**config.mk**
```make
export PLATFORM = sky130hd
export DESIGN_NAME = bcd_regs
export DESIGN_NICKNAME = d
export VERILOG_FILES = /design/src/shared/bcd_pkg.sv /design/src/core/bcd_adc_seq.sv /design/src/core/bcd_regs.sv
export VERILOG_INCLUDE_DIRS = /design/src /design/src/shared
export SDC_FILE = /design/constraint.sdc
export NUM_CORES = 1
export LEC_CHECK = 0
export BUFFER_PORTS_ARGS = -buffer_cell sky130_fd_sc_hd__buf_2
export CAP_MARGIN = 20
export CORE_AREA = 2 2 101 103
export DETAILED_ROUTE_END_ITERATION = 16
export DIE_AREA = 0 0 103 105
export PLACE_DENSITY = 0.81
export REMOVE_ABC_BUFFERS = 1
export SLEW_MARGIN = 10
export SYNTH_ARGS = -nofsm -noshare
export SYNTH_HDL_FRONTEND = slang
export SYNTH_HIERARCHICAL = 1
export SYNTH_SLANG_ARGS = --single-unit
```
**constraint.sdc**
```tcl
create_clock -name ref_clk_i -period 8.87 [get_ports ref_clk_i]
set_input_delay 0.4435 -clock ref_clk_i [delete_from_list [all_inputs] [get_ports ref_clk_i]]
set_output_delay 0.4435 -clock ref_clk_i [all_outputs]
set_load 0.005 [all_outputs]
```
**src/shared/bcd_defs.svh**
```systemverilog
`ifndef BCD_DEFS_SVH
`define BCD_DEFS_SVH

// ----------------------------------------
// Register offsets
// ----------------------------------------
`define BCD_ADDR_CUR_EN        8'h02
`define BCD_ADDR_MODE          8'h03
`define BCD_ADDR_TON1_HIGH     8'h04
`define BCD_ADDR_TON1_MID      8'h05
`define BCD_ADDR_TON_LSB       8'h0C

// ----------------------------------------
// Field positions
// ----------------------------------------
`define BCD_BIT_CONVERT        6
`define BCD_BIT_OUTPUTS_ON     5
`define BCD_BIT_PHASE_SHIFT    4
`define BCD_CODE_MSB           3
`define BCD_FLAGS_LSB          4
`define BCD_BIT_EXT_SELECT     3
`define BCD_BIT_HYBRID         2
`define BCD_THR_MSB            1

// ----------------------------------------
// Reset values
// ----------------------------------------
`define BCD_RST_OUTPUTS_ON     1'b0
`define BCD_RST_PHASE_SHIFT    1'b1
`define BCD_RST_CODE           4'hB
`define BCD_RST_EXT_SELECT     1'b1
`define BCD_RST_HYBRID         1'b0
`define BCD_RST_THR            2'h0
`define BCD_RST_TON_HIGH       8'h7F
`define BCD_RST_TON_MID        8'h7F
`define BCD_RST_TON_LSB        2'h3
`define BCD_RST_CUR_MA         7'h64
`define BCD_RST_THR_X100       13'h0271
`define BCD_RST_ON_TIME_NS     24'h639BCE

// ----------------------------------------
// Scaling
// ----------------------------------------
`define BCD_CUR_BASE_MA        7'h2D
`define BCD_CUR_STEP_MA        7'h05
`define BCD_ON_TIME_UNIT_NS    24'h000032

`endif

```
**src/shared/bcd_pkg.sv**
```systemverilog
`default_nettype none

package bcd_pkg;

    // ----------------------------------------
    // Conversion sequencer states
    // ----------------------------------------
    typedef enum logic [1:0] {
        BCD_ADC_IDLE,
        BCD_ADC_START,
        BCD_ADC_WAIT
    } bcd_adc_state_t;

    // ----------------------------------------
    // Hybrid crossover threshold codes
    // ----------------------------------------
    typedef enum logic [1:0] {
        BCD_THR_6P25 = 2'h0,
        BCD_THR_12P5 = 2'h1,
        BCD_THR_25 = 2'h2,
        BCD_THR_50 = 2'h3
    } bcd_thr_t;

endpackage : bcd_pkg

`default_nettype wire

```
**src/core/bcd_adc_seq.sv**
```systemverilog
`default_nettype none

module bcd_adc_seq (
    // Clock and reset
    input wire logic ref_clk_i,
    input wire logic reset_i,
    // Request
    input wire logic convert_req_i,
    // Converter handshake
    input wire logic adc_done_i,
    output logic adc_start_o,
    // Status
    output logic busy_o,
    output logic data_ready_o
);

    bcd_pkg::bcd_adc_state_t state_r;
    bcd_pkg::bcd_adc_state_t state_nxt;
    logic done_meta_r;
    logic done_sync_r;
    logic done_prev_r;
    logic ready_r;
    logic ready_nxt;
    logic start_r;
    logic start_nxt;
    logic done_rise;

    // ----------------------------------------
    // Done input synchroniser
    // ----------------------------------------
    always_ff @(posedge ref_clk_i or posedge reset_i) begin
        if (reset_i) begin
            done_meta_r <= 1'b0;
            done_sync_r <= 1'b0;
            done_prev_r <= 1'b0;
        end else begin
            done_meta_r <= adc_done_i;
            done_sync_r <= done_meta_r;
            done_prev_r <= done_sync_r;
        end
    end

    assign done_rise = done_sync_r & ~done_prev_r;

    // ----------------------------------------
    // Sequencer
    // ----------------------------------------
    always_comb begin
        state_nxt = state_r;
        ready_nxt = ready_r;
        start_nxt = 1'b0;
        unique case (state_r)
            bcd_pkg::BCD_ADC_IDLE: begin
                if (convert_req_i) begin
                    state_nxt = bcd_pkg::BCD_ADC_START;
                    start_nxt = 1'b1;
                    ready_nxt = 1'b0;
                end
            end
            bcd_pkg::BCD_ADC_START: begin
                state_nxt = bcd_pkg::BCD_ADC_WAIT;
            end
            bcd_pkg::BCD_ADC_WAIT: begin
                if (done_rise) begin
                    state_nxt = bcd_pkg::BCD_ADC_IDLE;
                    ready_nxt = 1'b1;
                end
            end
            default: begin
                state_nxt = bcd_pkg::BCD_ADC_IDLE;
            end
        endcase
    end

    always_ff @(posedge ref_clk_i or posedge reset_i) begin
        if (reset_i) begin
            state_r <= bcd_pkg::BCD_ADC_IDLE;
            ready_r <= 1'b0;
            start_r <= 1'b0;
        end else begin
            state_r <= state_nxt;
            ready_r <= ready_nxt;
            start_r <= start_nxt;
        end
    end

    assign adc_start_o = start_r;
    assign busy_o = (state_r != bcd_pkg::BCD_ADC_IDLE);
    assign data_ready_o = ready_r;

endmodule : bcd_adc_seq

`default_nettype wire

```
**src/core/bcd_regs.sv**
```systemverilog
`include "bcd_defs.svh"

`default_nettype none

module bcd_regs (
    // Clock and reset
    input wire logic ref_clk_i,
    input wire logic reset_i,
    // Register port from the serial host controller
    input wire logic reg_wr_i,
    input wire logic reg_rd_i,
    input wire logic [7:0] reg_addr_i,
    input wire logic [7:0] reg_wdata_i,
    output logic [7:0] reg_rdata_o,
    output logic reg_rvalid_o,
    // Analog side status
    input wire logic [3:0] low_dim_i,
    input wire logic dim_pin_i,
    input wire logic adc_done_i,
    // Converter control
    output logic adc_start_o,
    output logic data_ready_o,
    output logic converter_outputs_on_o,
    output logic phase_shift_on_o,
    output logic [3:0] led_current_code_o,
    output logic [6:0] led_current_ma_o,
    // Dimming control
    output logic external_brightness_select_o,
    output logic hybrid_brightness_enable_o,
    output logic [1:0] hybrid_crossover_threshold_o,
    output logic [12:0] threshold_x100_o,
    output logic dim_level_o,
    output logic [17:0] on_time_ch1_o,
    output logic [23:0] on_time_ch1_ns_o
);

    // ----------------------------------------
    // Functions
    // ----------------------------------------
    function automatic logic hit(input logic [7:0] addr, input logic [7:0] target);
        hit = (addr == target);
    endfunction : hit

    function automatic logic [12:0] thr_x100(input logic [1:0] code);
        unique case (bcd_pkg::bcd_thr_t'(code))
            bcd_pkg::BCD_THR_6P25: thr_x100 = 13'h0271;
            bcd_pkg::BCD_THR_12P5: thr_x100 = 13'h04E2;
            bcd_pkg::BCD_THR_25: thr_x100 = 13'h09C4;
            bcd_pkg::BCD_THR_50: thr_x100 = 13'h1388;
        endcase
    endfunction : thr_x100

    // ----------------------------------------
    // Declarations
    // ----------------------------------------
    logic outputs_on_r;
    logic outputs_on_nxt;
    logic phase_r;
    logic phase_nxt;
    logic [3:0] code_r;
    logic [3:0] code_nxt;
    logic ext_r;
    logic ext_nxt;
    logic hyb_r;
    logic hyb_nxt;
    logic [1:0] thr_r;
    logic [1:0] thr_nxt;
    logic [7:0] ton_high_r;
    logic [7:0] ton_high_nxt;
    logic [7:0] ton_mid_r;
    logic [7:0] ton_mid_nxt;
    logic [1:0] ton_lsb_r;
    logic [1:0] ton_lsb_nxt;
    logic [7:0] rdata_r;
    logic [7:0] rdata_nxt;
    logic rvalid_r;
    logic [3:0] flags_meta_r;
    logic [3:0] flags_sync_r;
    logic dim_meta_r;
    logic dim_sync_r;
    logic [6:0] cur_ma_r;
    logic [6:0] cur_ma_nxt;
    logic [12:0] thr_pct_r;
    logic [12:0] thr_pct_nxt;
    logic [17:0] on_time_r;
    logic [17:0] on_time_nxt;
    logic [23:0] on_time_ns_r;
    logic [23:0] on_time_ns_nxt;
    logic dim_level_r;
    logic dim_level_nxt;
    logic convert_req;
    logic conv_busy;
    logic conv_start;
    logic conv_ready;

    // ----------------------------------------
    // Pin synchronisers
    // ----------------------------------------
    always_ff @(posedge ref_clk_i or posedge reset_i) begin
        if (reset_i) begin
            flags_meta_r <= 4'h0;
            flags_sync_r <= 4'h0;
            dim_meta_r <= 1'b0;
            dim_sync_r <= 1'b0;
        end else begin
            flags_meta_r <= low_dim_i;
            flags_sync_r <= flags_meta_r;
            dim_meta_r <= dim_pin_i;
            dim_sync_r <= dim_meta_r;
        end
    end

    // ----------------------------------------
    // Register writes
    // ----------------------------------------
    always_comb begin
        outputs_on_nxt = outputs_on_r;
        phase_nxt = phase_r;
        code_nxt = code_r;
        ext_nxt = ext_r;
        hyb_nxt = hyb_r;
        thr_nxt = thr_r;
        ton_high_nxt = ton_high_r;
        ton_mid_nxt = ton_mid_r;
        ton_lsb_nxt = ton_lsb_r;
        if (reg_wr_i && hit(reg_addr_i, `BCD_ADDR_CUR_EN)) begin
            outputs_on_nxt = reg_wdata_i[`BCD_BIT_OUTPUTS_ON];
            phase_nxt = reg_wdata_i[`BCD_BIT_PHASE_SHIFT];
            code_nxt = reg_wdata_i[`BCD_CODE_MSB:0];
        end
        if (reg_wr_i && hit(reg_addr_i, `BCD_ADDR_MODE)) begin
            ext_nxt = reg_wdata_i[`BCD_BIT_EXT_SELECT];
            hyb_nxt = reg_wdata_i[`BCD_BIT_HYBRID];
            thr_nxt = reg_wdata_i[`BCD_THR_MSB:0];
        end
        if (reg_wr_i && hit(reg_addr_i, `BCD_ADDR_TON1_HIGH)) begin
            ton_high_nxt = reg_wdata_i;
        end
        if (reg_wr_i && hit(reg_addr_i, `BCD_ADDR_TON1_MID)) begin
            ton_mid_nxt = reg_wdata_i;
        end
        if (reg_wr_i && hit(reg_addr_i, `BCD_ADDR_TON_LSB)) begin
            ton_lsb_nxt = reg_wdata_i[1:0];
        end
    end

    assign convert_req = reg_wr_i && hit(reg_addr_i, `BCD_ADDR_CUR_EN)
        && reg_wdata_i[`BCD_BIT_CONVERT];

    always_ff @(posedge ref_clk_i or posedge reset_i) begin
        if (reset_i) begin
            outputs_on_r <= `BCD_RST_OUTPUTS_ON;
            phase_r <= `BCD_RST_PHASE_SHIFT;
            code_r <= `BCD_RST_CODE;
            ext_r <= `BCD_RST_EXT_SELECT;
            hyb_r <= `BCD_RST_HYBRID;
            thr_r <= `BCD_RST_THR;
            ton_high_r <= `BCD_RST_TON_HIGH;
            ton_mid_r <= `BCD_RST_TON_MID;
            ton_lsb_r <= `BCD_RST_TON_LSB;
        end else begin
            outputs_on_r <= outputs_on_nxt;
            phase_r <= phase_nxt;
            code_r <= code_nxt;
            ext_r <= ext_nxt;
            hyb_r <= hyb_nxt;
            thr_r <= thr_nxt;
            ton_high_r <= ton_high_nxt;
            ton_mid_r <= ton_mid_nxt;
            ton_lsb_r <= ton_lsb_nxt;
        end
    end

    // ----------------------------------------
    // Register reads
    // ----------------------------------------
    always_comb begin
        rdata_nxt = 8'h00;
        if (hit(reg_addr_i, `BCD_ADDR_CUR_EN)) begin
            rdata_nxt = {1'b0, conv_busy, outputs_on_r, phase_r, code_r};
        end else if (hit(reg_addr_i, `BCD_ADDR_MODE)) begin
            rdata_nxt = {flags_sync_r, ext_r, hyb_r, thr_r};
        end else if (hit(reg_addr_i, `BCD_ADDR_TON1_HIGH)) begin
            rdata_nxt = ton_high_r;
        end else if (hit(reg_addr_i, `BCD_ADDR_TON1_MID)) begin
            rdata_nxt = ton_mid_r;
        end else if (hit(reg_addr_i, `BCD_ADDR_TON_LSB)) begin
            rdata_nxt = {6'h00, ton_lsb_r};
        end
        if (!reg_rd_i) begin
            rdata_nxt = rdata_r;
        end
    end

    always_ff @(posedge ref_clk_i or posedge reset_i) begin
        if (reset_i) begin
            rdata_r <= 8'h00;
            rvalid_r <= 1'b0;
        end else begin
            rdata_r <= rdata_nxt;
            rvalid_r <= reg_rd_i;
        end
    end

    // ----------------------------------------
    // Derived control values
    // ----------------------------------------
    always_comb begin
        on_time_nxt = {ton_high_r, ton_mid_r, ton_lsb_r};
        cur_ma_nxt = `BCD_CUR_BASE_MA + 7'(code_r * `BCD_CUR_STEP_MA);
        thr_pct_nxt = thr_x100(thr_r);
        on_time_ns_nxt = 24'(on_time_nxt) * `BCD_ON_TIME_UNIT_NS;
        dim_level_nxt = ext_r ? dim_sync_r : 1'b0;
    end

    always_ff @(posedge ref_clk_i or posedge reset_i) begin
        if (reset_i) begin
            cur_ma_r <= `BCD_RST_CUR_MA;
            thr_pct_r <= `BCD_RST_THR_X100;
            on_time_r <= {`BCD_RST_TON_HIGH, `BCD_RST_TON_MID, `BCD_RST_TON_LSB};
            on_time_ns_r <= `BCD_RST_ON_TIME_NS;
            dim_level_r <= 1'b0;
        end else begin
            cur_ma_r <= cur_ma_nxt;
            thr_pct_r <= thr_pct_nxt;
            on_time_r <= on_time_nxt;
            on_time_ns_r <= on_time_ns_nxt;
            dim_level_r <= dim_level_nxt;
        end
    end

    // ----------------------------------------
    // Conversion sequencer
    // ----------------------------------------
    bcd_adc_seq i_bcd_adc_seq (
        .ref_clk_i(ref_clk_i),
        .reset_i(reset_i),
        .convert_req_i(convert_req),
        .adc_done_i(adc_done_i),
        .adc_start_o(conv_start),
        .busy_o(conv_busy),
        .data_ready_o(conv_ready)
    );

    // ----------------------------------------
    // Outputs
    // ----------------------------------------
    assign reg_rdata_o = rdata_r;
    assign reg_rvalid_o = rvalid_r;
    assign adc_start_o = conv_start;
    assign data_ready_o = conv_ready;
    assign converter_outputs_on_o = outputs_on_r;
    assign phase_shift_on_o = phase_r;
    assign led_current_code_o = code_r;
    assign led_current_ma_o = cur_ma_r;
    assign external_brightness_select_o = ext_r;
    assign hybrid_brightness_enable_o = hyb_r;
    assign hybrid_crossover_threshold_o = thr_r;
    assign threshold_x100_o = thr_pct_r;
    assign dim_level_o = dim_level_r;
    assign on_time_ch1_o = on_time_r;
    assign on_time_ch1_ns_o = on_time_ns_r;

endmodule : bcd_regs

`default_nettype wire

```
# Word-level counts from Yosys, hierarchy flattened
# Cells that the tools add are included.
# Widths: inputs -> output; s select.
# classes
addsub,1
n_mul,2
eq_ne,12
n_mux,15
n_bitwise,2
reduce_logical,12
# op_table
op,count
$pmux 13 s4,1
$mux 8,4
$mul 18x5->23 const B,1
$eq 8x2->1 const B,2
$eq 8x3->1 const B,2
$eq 8x4->1 const B,1
$add 6x7->7 const A,1
$mul 4x3->7 const B,1
$eq 2x2->1 const B,3
$logic_and 1x1->1,6
$mux 2,3
$pmux 2 s3,1
$mux 1,5
$eq 2x1->1 const B,2
$logic_not 2->1,2
$reduce_bool 2->1,2
$reduce_and 3->1,1
$ne 2x1->1 const B,1
$ne 2x2->1 const B,1
$pmux 1 s2,1
$reduce_and 2->1,1
$and 1x1->1,1
$not 1->1,1
# totals
register_bits,116
out_inout_bits,84
elab_cells,70

# Longest topological paths before layout
# Gate-level depths: netlist of the first run.
# depth
depth_word,6
ltp_mapped,13
depth_no_buf,13

# Cells and area by module
# Netlist of the first run, hierarchy kept.
# modules_own_cells
module,instances,cells_each,area_each_um2
bcd_regs,1,456,5411.4
bcd_adc_seq,1,21,251.5

# Least setup slack after synthesis of the first run
# OpenSTA, ideal clock, no wires.
# synth_path
path_kind,register -> register
from,reg ton_mid_r[2]
to,"reg on_time_ns_r[23], in the netlist on_time_ch1_ns_o[23]"
setup_time_ns,0.080
arrival_ns,3.535
required_ns,8.790
path_slack_ns,5.255
stages_incl_launch_ff,14
path_buffers,0
synth_period_minus_slack_ns,3.615
path_cell_list,dfstp_2 -> ha_1 -> ha_1 -> inv_1 -> fa_1 -> inv_1 -> ha_1 -> a21o_1 -> o2bb2ai_1 -> o41a_1 -> a311o_1 -> a221o_1 -> a21oi_2 -> xnor2_1
# synth_via
elab_chain_len,1
# synth_lines
item,line_no,rtl
start: declaration,bcd_regs.sv:70,logic [7:0] ton_mid_r;
start signal: assignment,bcd_regs.sv:159,ton_mid_r <= `BCD_RST_TON_MID;
start signal: assignment,bcd_regs.sv:169,ton_mid_r <= ton_mid_nxt;
$mul 18x5->23 (no line),n/a,
via on_time_ns_nxt[23],bcd_regs.sv:88,logic [23:0] on_time_ns_nxt;
end signal: assignment,bcd_regs.sv:221,on_time_ns_r <= `BCD_RST_ON_TIME_NS;
end signal: assignment,bcd_regs.sv:227,on_time_ns_r <= on_time_ns_nxt;
end: declaration,bcd_regs.sv:87,logic [23:0] on_time_ns_r;
# The timed path passes the listed nets, and every way through them passes these cells.
# A chain may end at the register's enable or synchronous reset.

# Final worst setup path of the first run
# Same ends and word-level chain as after synthesis.

==> results of run 1 <==
power breakdown:
part	total, mW	internal [mW]	leakage (nW)	switching [mW]
clock	0.314	0.136	0.0969	0.179
combinational	0.393	0.179	2.10	0.214
sequential	0.614	0.586	1.23	0.0277
Yosys cell counts, types with 14 or more instances:
cell     count  area, sq um
inv_1       62          233
nor2_1      20         75.1
nand2_1     23         86.3
dfstp_2     55         1450
a21oi_1     23          115
fa_1        14          280
o21ai_0     14         70.1
mux2_2      16          180
dfrtp_1     54         1350
ha_1        71          888
stage by stage:
stage / utilization [%] / hold slack [ns] / instance area (sq um) / worst slack [ns] / std cells
2_1_floorplan: - / 0.247 / 5580 / 5.26 / 463
3_3_place_gp: 65.3 / 0.334 / 6290 / 5.11 / 705
3_5_place_dp: 65.3 / 0.338 / 6290 / 5.01 / 705
4_1_cts: 67.5 / 0.148 / 6510 / 4.97 / 722
5_1_grt: 67.5 / 0.137 / 6510 / 4.83 / 722
6_report: 67.5 / 0.158 / 6510 / 4.98 / 722
kinds of logic (layout without fill, tap and decap cells):
| kind of cell | Yosys count | count (layout) | share of synthesized area (%) |
|---|---|---|---|
| mux | 27 | 27 | 5.13 |
| flops | 109 | 109 | 49.4 |
| other cells | 1 | 1 | 0.0662 |
| simple gates | 77 | 77 | 6.52 |
| compound gates | 82 | 82 | 9.57 |
| fa+ha+maj | 85 | 85 | 20.6 |
| xor+xnor | 20 | 20 | 3.09 |
| buf+inv | 76 | 188 | 5.61 |
state kept, by name, indices dropped and copies added, names as in the netlist, 2 cells and up:
| signal | cells |
|---|---|
| led_current_ma_o | 7 |
| on_time_ch1_o | 18 |
| reg_rdata_o | 8 |
| ton_high_r | 8 |
| hybrid_crossover_threshold_o | 2 |
| flags_sync_r | 4 |
| ton_lsb_r | 2 |
| led_current_code_o | 4 |
| flags_meta_r | 4 |
| on_time_ch1_ns_o | 20 |
| threshold_x100_o | 9 |
| ton_mid_r | 8 |
| i_bcd_adc_seq/state_r | 2 |
worst max-delay path, stage by stage, from the launching register on:
cell,delay (ns)
dfstp_2,0.61
ha_1,0.25
ha_1,0.28
inv_1,0.05
fa_1,0.49
inv_1,0.04
ha_1,0.34
a21o_1,0.19
o2bb2ai_1,0.14
o41a_1,0.41
a311o_1,0.39
a221o_1,0.34
a21oi_2,0.15
xnor2_1,0.12
final cells by class:
cell class              instances  area [sq um]  share of cell area [%]
flip-flops and latches        109          2800                    43.0
inverters                      62           235                    3.61
repair buffers                110           558                    8.57
clock buffers                  10           128                    1.96
clock inverters                 6          76.3                    1.17
well taps                     133           166                    2.56
multi-input cells             292          2550                    39.2
worst min path at each step:
| stage | startpoint | endpoint | slack (ns) | cells past startpoint |
|---|---|---|---|---|
| floorplan | reset_i | i_bcd_adc_seq/adc_start_o | 0.25 | 1 |
| global placement | flags_meta_r[2] | flags_sync_r[2] | 0.33 | 0 |
| detailed placement | flags_meta_r[3] | flags_sync_r[3] | 0.34 | 0 |
| CTS | dim_pin_i | dim_meta_r | 0.15 | 1 |
| global route | dim_pin_i | dim_meta_r | 0.14 | 1 |
| finish | low_dim_i[3] | flags_meta_r[3] | 0.16 | 1 |
per-layer routing:
| layer | vias to the layer above | GRT usage, % | share of wire, % |
|---|---|---|---|
| met5 | - | 0 | 0 |
| met2 | 104 | 36.2 | 48 |
| met1 | 1953 | 30.9 | 45 |
| met3 | 20 | 4.62 | 4.7 |
| li1 | 1809 | - | - |
| met4 | 0 | 6.86 | 1.8 |
timing repair:
action / CTS / global route
resized for setup: 0 / 0
hold buffers: 1 / 0
endpoints found under the hold margin: 6 / 0
==> results_dict.tcl, run 1 <==
set metrics [dict create \
    status "finished, final reports clean" \
    vdd_ir_drop_max_mv 0.106 \
    grt_start_max_net_pins 73 \
    io_pins 110 \
    powerDensity_mw_per_mm2 203 \
    hold_path.class "input pin to flip-flop" \
    final_antenna_net_count 0 \
    hpwl_microns 8780 \
    antenna_found_initial 0 \
    drive_above_1_share_pct 35.1 \
    relSlewSlack_pct 41.5 \
    layout-area-overhead-vs-synth_pct 14.9 \
    leakage_nw 3.43 \
    syn_avg_cell_area_sq_um 11.9 \
    grt.total_usage_pct 22.6 \
    clk_pin_slew_worst_paths_ns 0.11 \
    r2r_setup_slack_ns 4.98 \
    finalWirelength_microns 11800 \
    cp-endpoint "on_time_ch1_ns_o[23]" \
    post-cts-setup-buffers 0 \
    endpoint_kind "flip-flop" \
    htree_levels 3 \
    ys_async_sr_fraction_pct 100 \
    ys_seq_elements 109 \
    crit_start "ton_mid_r[2]" \
    fillers 753 \
    setup-tns-final_ns 0 \
    clk_latency_ns 0.38 \
    globalplace.congestion 0.859 \
    period_minus_slack_ns 3.89 \
    worstMarginPinSlew_ns 0.878 \
    grt_first_pass_wirelength_microns 18900 \
    critPathRequiredTime_ns 9.17 \
    synth.distinct_cells 50 \
    hold_viol 0 \
    drt_iter0_markers 142 \
    die_width_microns 103 \
    rows 36 \
    coreArea_sq_mm 0.00964 \
    wl_per_cell_microns 16.3 \
    start_kind "flip-flop" \
    timing.final.crit_share_pct 43.9 \
    maxCapViolations 0 \
    synth_edf_count 0 \
    clock-sinks 109 \
    synth_cells 477 \
    synth_ff_type "dfstp_2" \
    vias 3886 \
    crit_fanout 6 \
    rsz0062_at_grt "false" \
    ys_seq_area_share_pct 49.4 \
    die_y_microns 105 \
    rr_endpoint "on_time_ch1_ns_o[23]" \
    dieArea_sq_mm 0.0108 \
    cts_buffers 9 \
    layout_commonest_cell "buf_2" \
    p_total_mw 1.32 \
    r2r_cells 13 \
    final_cell_mix "buf_2, ha_1, inv_1" \
    diodes 0 \
    nets 695 \
    arrival_ns 4.19 \
    clock-root-buffer "clkbuf_8" \
    clockBufferDepth 2 \
    crit_type "flip-flop to flip-flop" \
    vias_per_cell 5.38 \
    port_buffers 108 \
    dr.pass1.iters 4 \
    overflow 0 \
    fmax_mhz 257 \
    first_global_vias 3896 \
    cts_tree "built" \
    finalMaxSlewViolations 0 \
    r2r-start "ton_mid_r[2]" \
    setup-violations-final 0 \
    syn-cell-area_sq_mm 0.00566 \
    skew_ns 0.0181 \
    yosys_warnings 6 \
    drc 0 \
    start_util_pct 58.7 \
]
Power figures use the tool's default switching activity.
==> run 2: changes to the inputs <==
--- a/config.mk
+++ b/config.mk
@@ -6,12 +6,13 @@
 export SDC_FILE = /design/constraint.sdc
 export NUM_CORES = 1
 export LEC_CHECK = 0
+export ABC_AREA = 1
 export BUFFER_PORTS_ARGS = -buffer_cell sky130_fd_sc_hd__buf_2
 export CAP_MARGIN = 20
-export CORE_AREA = 2 2 101 103
+export CORE_AREA = 2 2 114 116
 export DETAILED_ROUTE_END_ITERATION = 16
-export DIE_AREA = 0 0 103 105
-export PLACE_DENSITY = 0.81
+export DIE_AREA = 0 0 116 118
+export PLACE_DENSITY = 0.73
 export REMOVE_ABC_BUFFERS = 1
 export SLEW_MARGIN = 10
 export SYNTH_ARGS = -nofsm -noshare
==> constraint.sdc (replaced) <==
create_clock -name ref_clk_i -period 3.2 [get_ports ref_clk_i]
set_input_delay 0.16 -clock ref_clk_i [delete_from_list [all_inputs] [get_ports ref_clk_i]]
set_output_delay 0.16 -clock ref_clk_i [all_outputs]
set_load 0.005 [all_outputs]
==> results_dict.tcl, run 2 <==
set metrics [dict create \
    cts_buffers 9 \
    vias_per_cell 4.94 \
    synth_xor_area_share_pct 1.82 \
    drt_iter0_markers 234 \
    nets 877 \
    cts_tree "built" \
    powerDensity_mw_per_mm2 617 \
    crit_path_frequent_cell "nand2_1" \
    ys_seq_area_share_pct 44.8 \
    synthMuxAreaShare_pct 0.241 \
    leakage_nw 4.05 \
    wl_per_cell_microns 14.5 \
    maxCapViolations 0 \
    antenna_found_initial 0 \
    timing.final.crit_share_pct 93.7 \
    yosys_warnings 6 \
    hold_viol 0 \
    globalplace.congestion 0.880 \
    largest_reg_flops 20 \
    port_buffers 108 \
    synth.distinct_cells 36 \
    start_util_pct 50.3 \
    relSlewSlack_pct 55.5 \
    drive_above_1_share_pct 28.1 \
    worst_slack_ns 0.200 \
    place_ws_ns 0.224 \
    hold_path.class "input pin to flip-flop" \
    synth_largest_area_cell "dfstp_2" \
    cp_slowest_cell "dfstp_2" \
    status "finished, final reports clean" \
    grt_start_max_net_pins 55 \
    crit_chain "ha_1 -> ha_1 -> inv_1 -> fa_1 -> inv_1 -> ha_1 -> a21oi_1 -> nor2_1 -> nor2_1 -> nand2_1 -> nand2_1 -> nand2_1 -> nand2_1 -> nand2_1" \
    synth-compound-area-share_pct 5.07 \
    crit_type "flip-flop to flip-flop" \
    grt_first_pass_wirelength_microns 22600 \
    fmax_mhz 333 \
    critPathRequiredTime_ns 3.44 \
    clock-root-buffer "clkbuf_16" \
    final-seq-area_sq_mm 0.00280 \
    clock-sinks 109 \
    synth_most_common_cell "nand2_1" \
    diodes 0 \
    overflow 0 \
    layout-area-overhead-vs-synth_pct 16.5 \
    first_global_vias 4516 \
    synthAdderAreaFrac_pct 18.7 \
    ys_top_cells_by_count "nand2_1, inv_1, ha_1, dfstp_2, dfrtp_1" \
    grt.total_usage_pct 21.3 \
    synth_area_leaders "dfstp_2, dfrtp_1, ha_1, nand2_1, inv_1" \
    fillers 1102 \
    synth_ff_type "dfstp_2" \
    clk_latency_ns 0.36 \
    die_width_microns 116 \
    netlist.area_leader.share_pct 23.2 \
    synth_cells 652 \
    die_y_microns 118 \
    clockBufferDepth 2 \
    multi_input_area_sq_mm 0.00288 \
    coreArea_sq_mm 0.0124 \
    crit_fanout 6 \
    rsz0062_at_grt "false" \
    setup-tns-final_ns 0 \
    setup-violations-final 0 \
    clk_pin_slew_worst_paths_ns 0.08 \
    arrival_ns 3.24 \
    ys_async_sr_fraction_pct 100 \
    drc 0 \
    synthSimpleGateAreaFrac_pct 20.1 \
    skew_ns 0.00926 \
    holdWs_ns 0.0308 \
    layout_commonest_cell "nand2_1" \
    finalMaxSlewViolations 0 \
    syn_avg_cell_area_sq_um 9.57 \
    final_cell_mix "nand2_1, buf_2, inv_1" \
    start_kind "flip-flop" \
    post-cts-setup-buffers 0 \
    cpPeakStageDelay_ns 0.62 \
    htree_levels 3 \
    vias 4661 \
    synth_edf_count 0 \
    final_antenna_net_count 0 \
    syn-cell-area_sq_mm 0.00624 \
    rows 41 \
    hpwl_microns 10700 \
    finalWirelength_microns 13700 \
    vdd_ir_drop_max_mv 0.325 \
    ys_seq_elements 109 \
    dr.pass1.iters 5 \
    period_minus_slack_ns 3.00 \
    worstMarginPinSlew_ns 0.668 \
    synth_top_family_by_area "simple AND/OR/NAND/NOR gates" \
    dieArea_sq_mm 0.0137 \
    endpoint_kind "flip-flop" \
    io_pins 110 \
]
## run 2: stage by stage
step,total power [mW],util (%),cell area [sq um],std cells
6_report,4.49,58.6,7270,943
5_1_grt,4.82,58.6,7270,943
4_1_cts,4.52,58.6,7270,943
3_5_place_dp,3.26,55.3,6870,920
3_3_place_gp,3.24,55.3,6870,920
2_1_floorplan,2.78,-,6090,637
## run 2: metal layers
metal,up-vias,global-route usage (%),share of wire (%)
met1,2256,28.9,43
met2,117,34.6,50
li1,2270,-,-
met4,0,6.10,1.6
met3,18,4.43,5.4
met5,-,0,0
## run 2: logic make-up (layout without fill, tap and decap cells)
family	Yosys count	count (layout)
xor+xnor	13	13
fa+ha+maj	85	85
compound gates	57	57
flops	109	109
other cells	1	1
simple gates	263	263
buf+inv	123	242
mux	1	1
## run 2: what timing repair did
| action | 4_1_cts | 5_1_grt |
|---|---|---|
| setup endpoints to repair | 0 | 2 |
| hold endpoints to repair | 32 | 0 |
| hold buffers | 7 | 0 |
| gates resized for setup | 0 | 2 |
## run 2: cell type report
type,count,share of cell area (%)
Sequential cell,109,38.4
Timing Repair Buffer,118,8.70
Clock buffer,10,3.15
Tap cell,172,2.96
Clock inverter,6,1.41
Inverter,108,5.80
Multi-Input combinational cell,420,39.5
## run 2: report_power, final
part	total [mW]	internal, mW	switching [mW]
Clock	1.23	0.704	0.527
Combinational	1.53	0.596	0.930
Sequential	1.73	1.65	0.0828
Total	4.49	2.95	1.54
## run 2: path summary, 6_finish.rpt
check,startpoint,endpoint,slack [ns],depth (start not counted)
setup reg to reg,ton_mid_r[2],on_time_ch1_ns_o[20],0.20,14
hold / removal,reg_wdata_i[2],ton_high_r[2],0.03,3
hold reg to reg,flags_meta_r[1],flags_sync_r[1],0.35,0
setup / recovery,ton_mid_r[2],on_time_ch1_ns_o[20],0.20,14
min in group asynchronous,reset_i,i_bcd_adc_seq/done_sync_r,0.30,3
max in group asynchronous,reset_i,ton_mid_r[1],1.88,4
## run 2: critical path: cells and delay by family (launching register included)
kind / cells / cell delay (ns)
AOI/OAI and AO/OA: 1 / 0.25
buffers and inverters: 2 / 0.09
adders and majority gates: 4 / 1.37
and+or+nand+nor: 7 / 0.54
DFF: 1 / 0.62
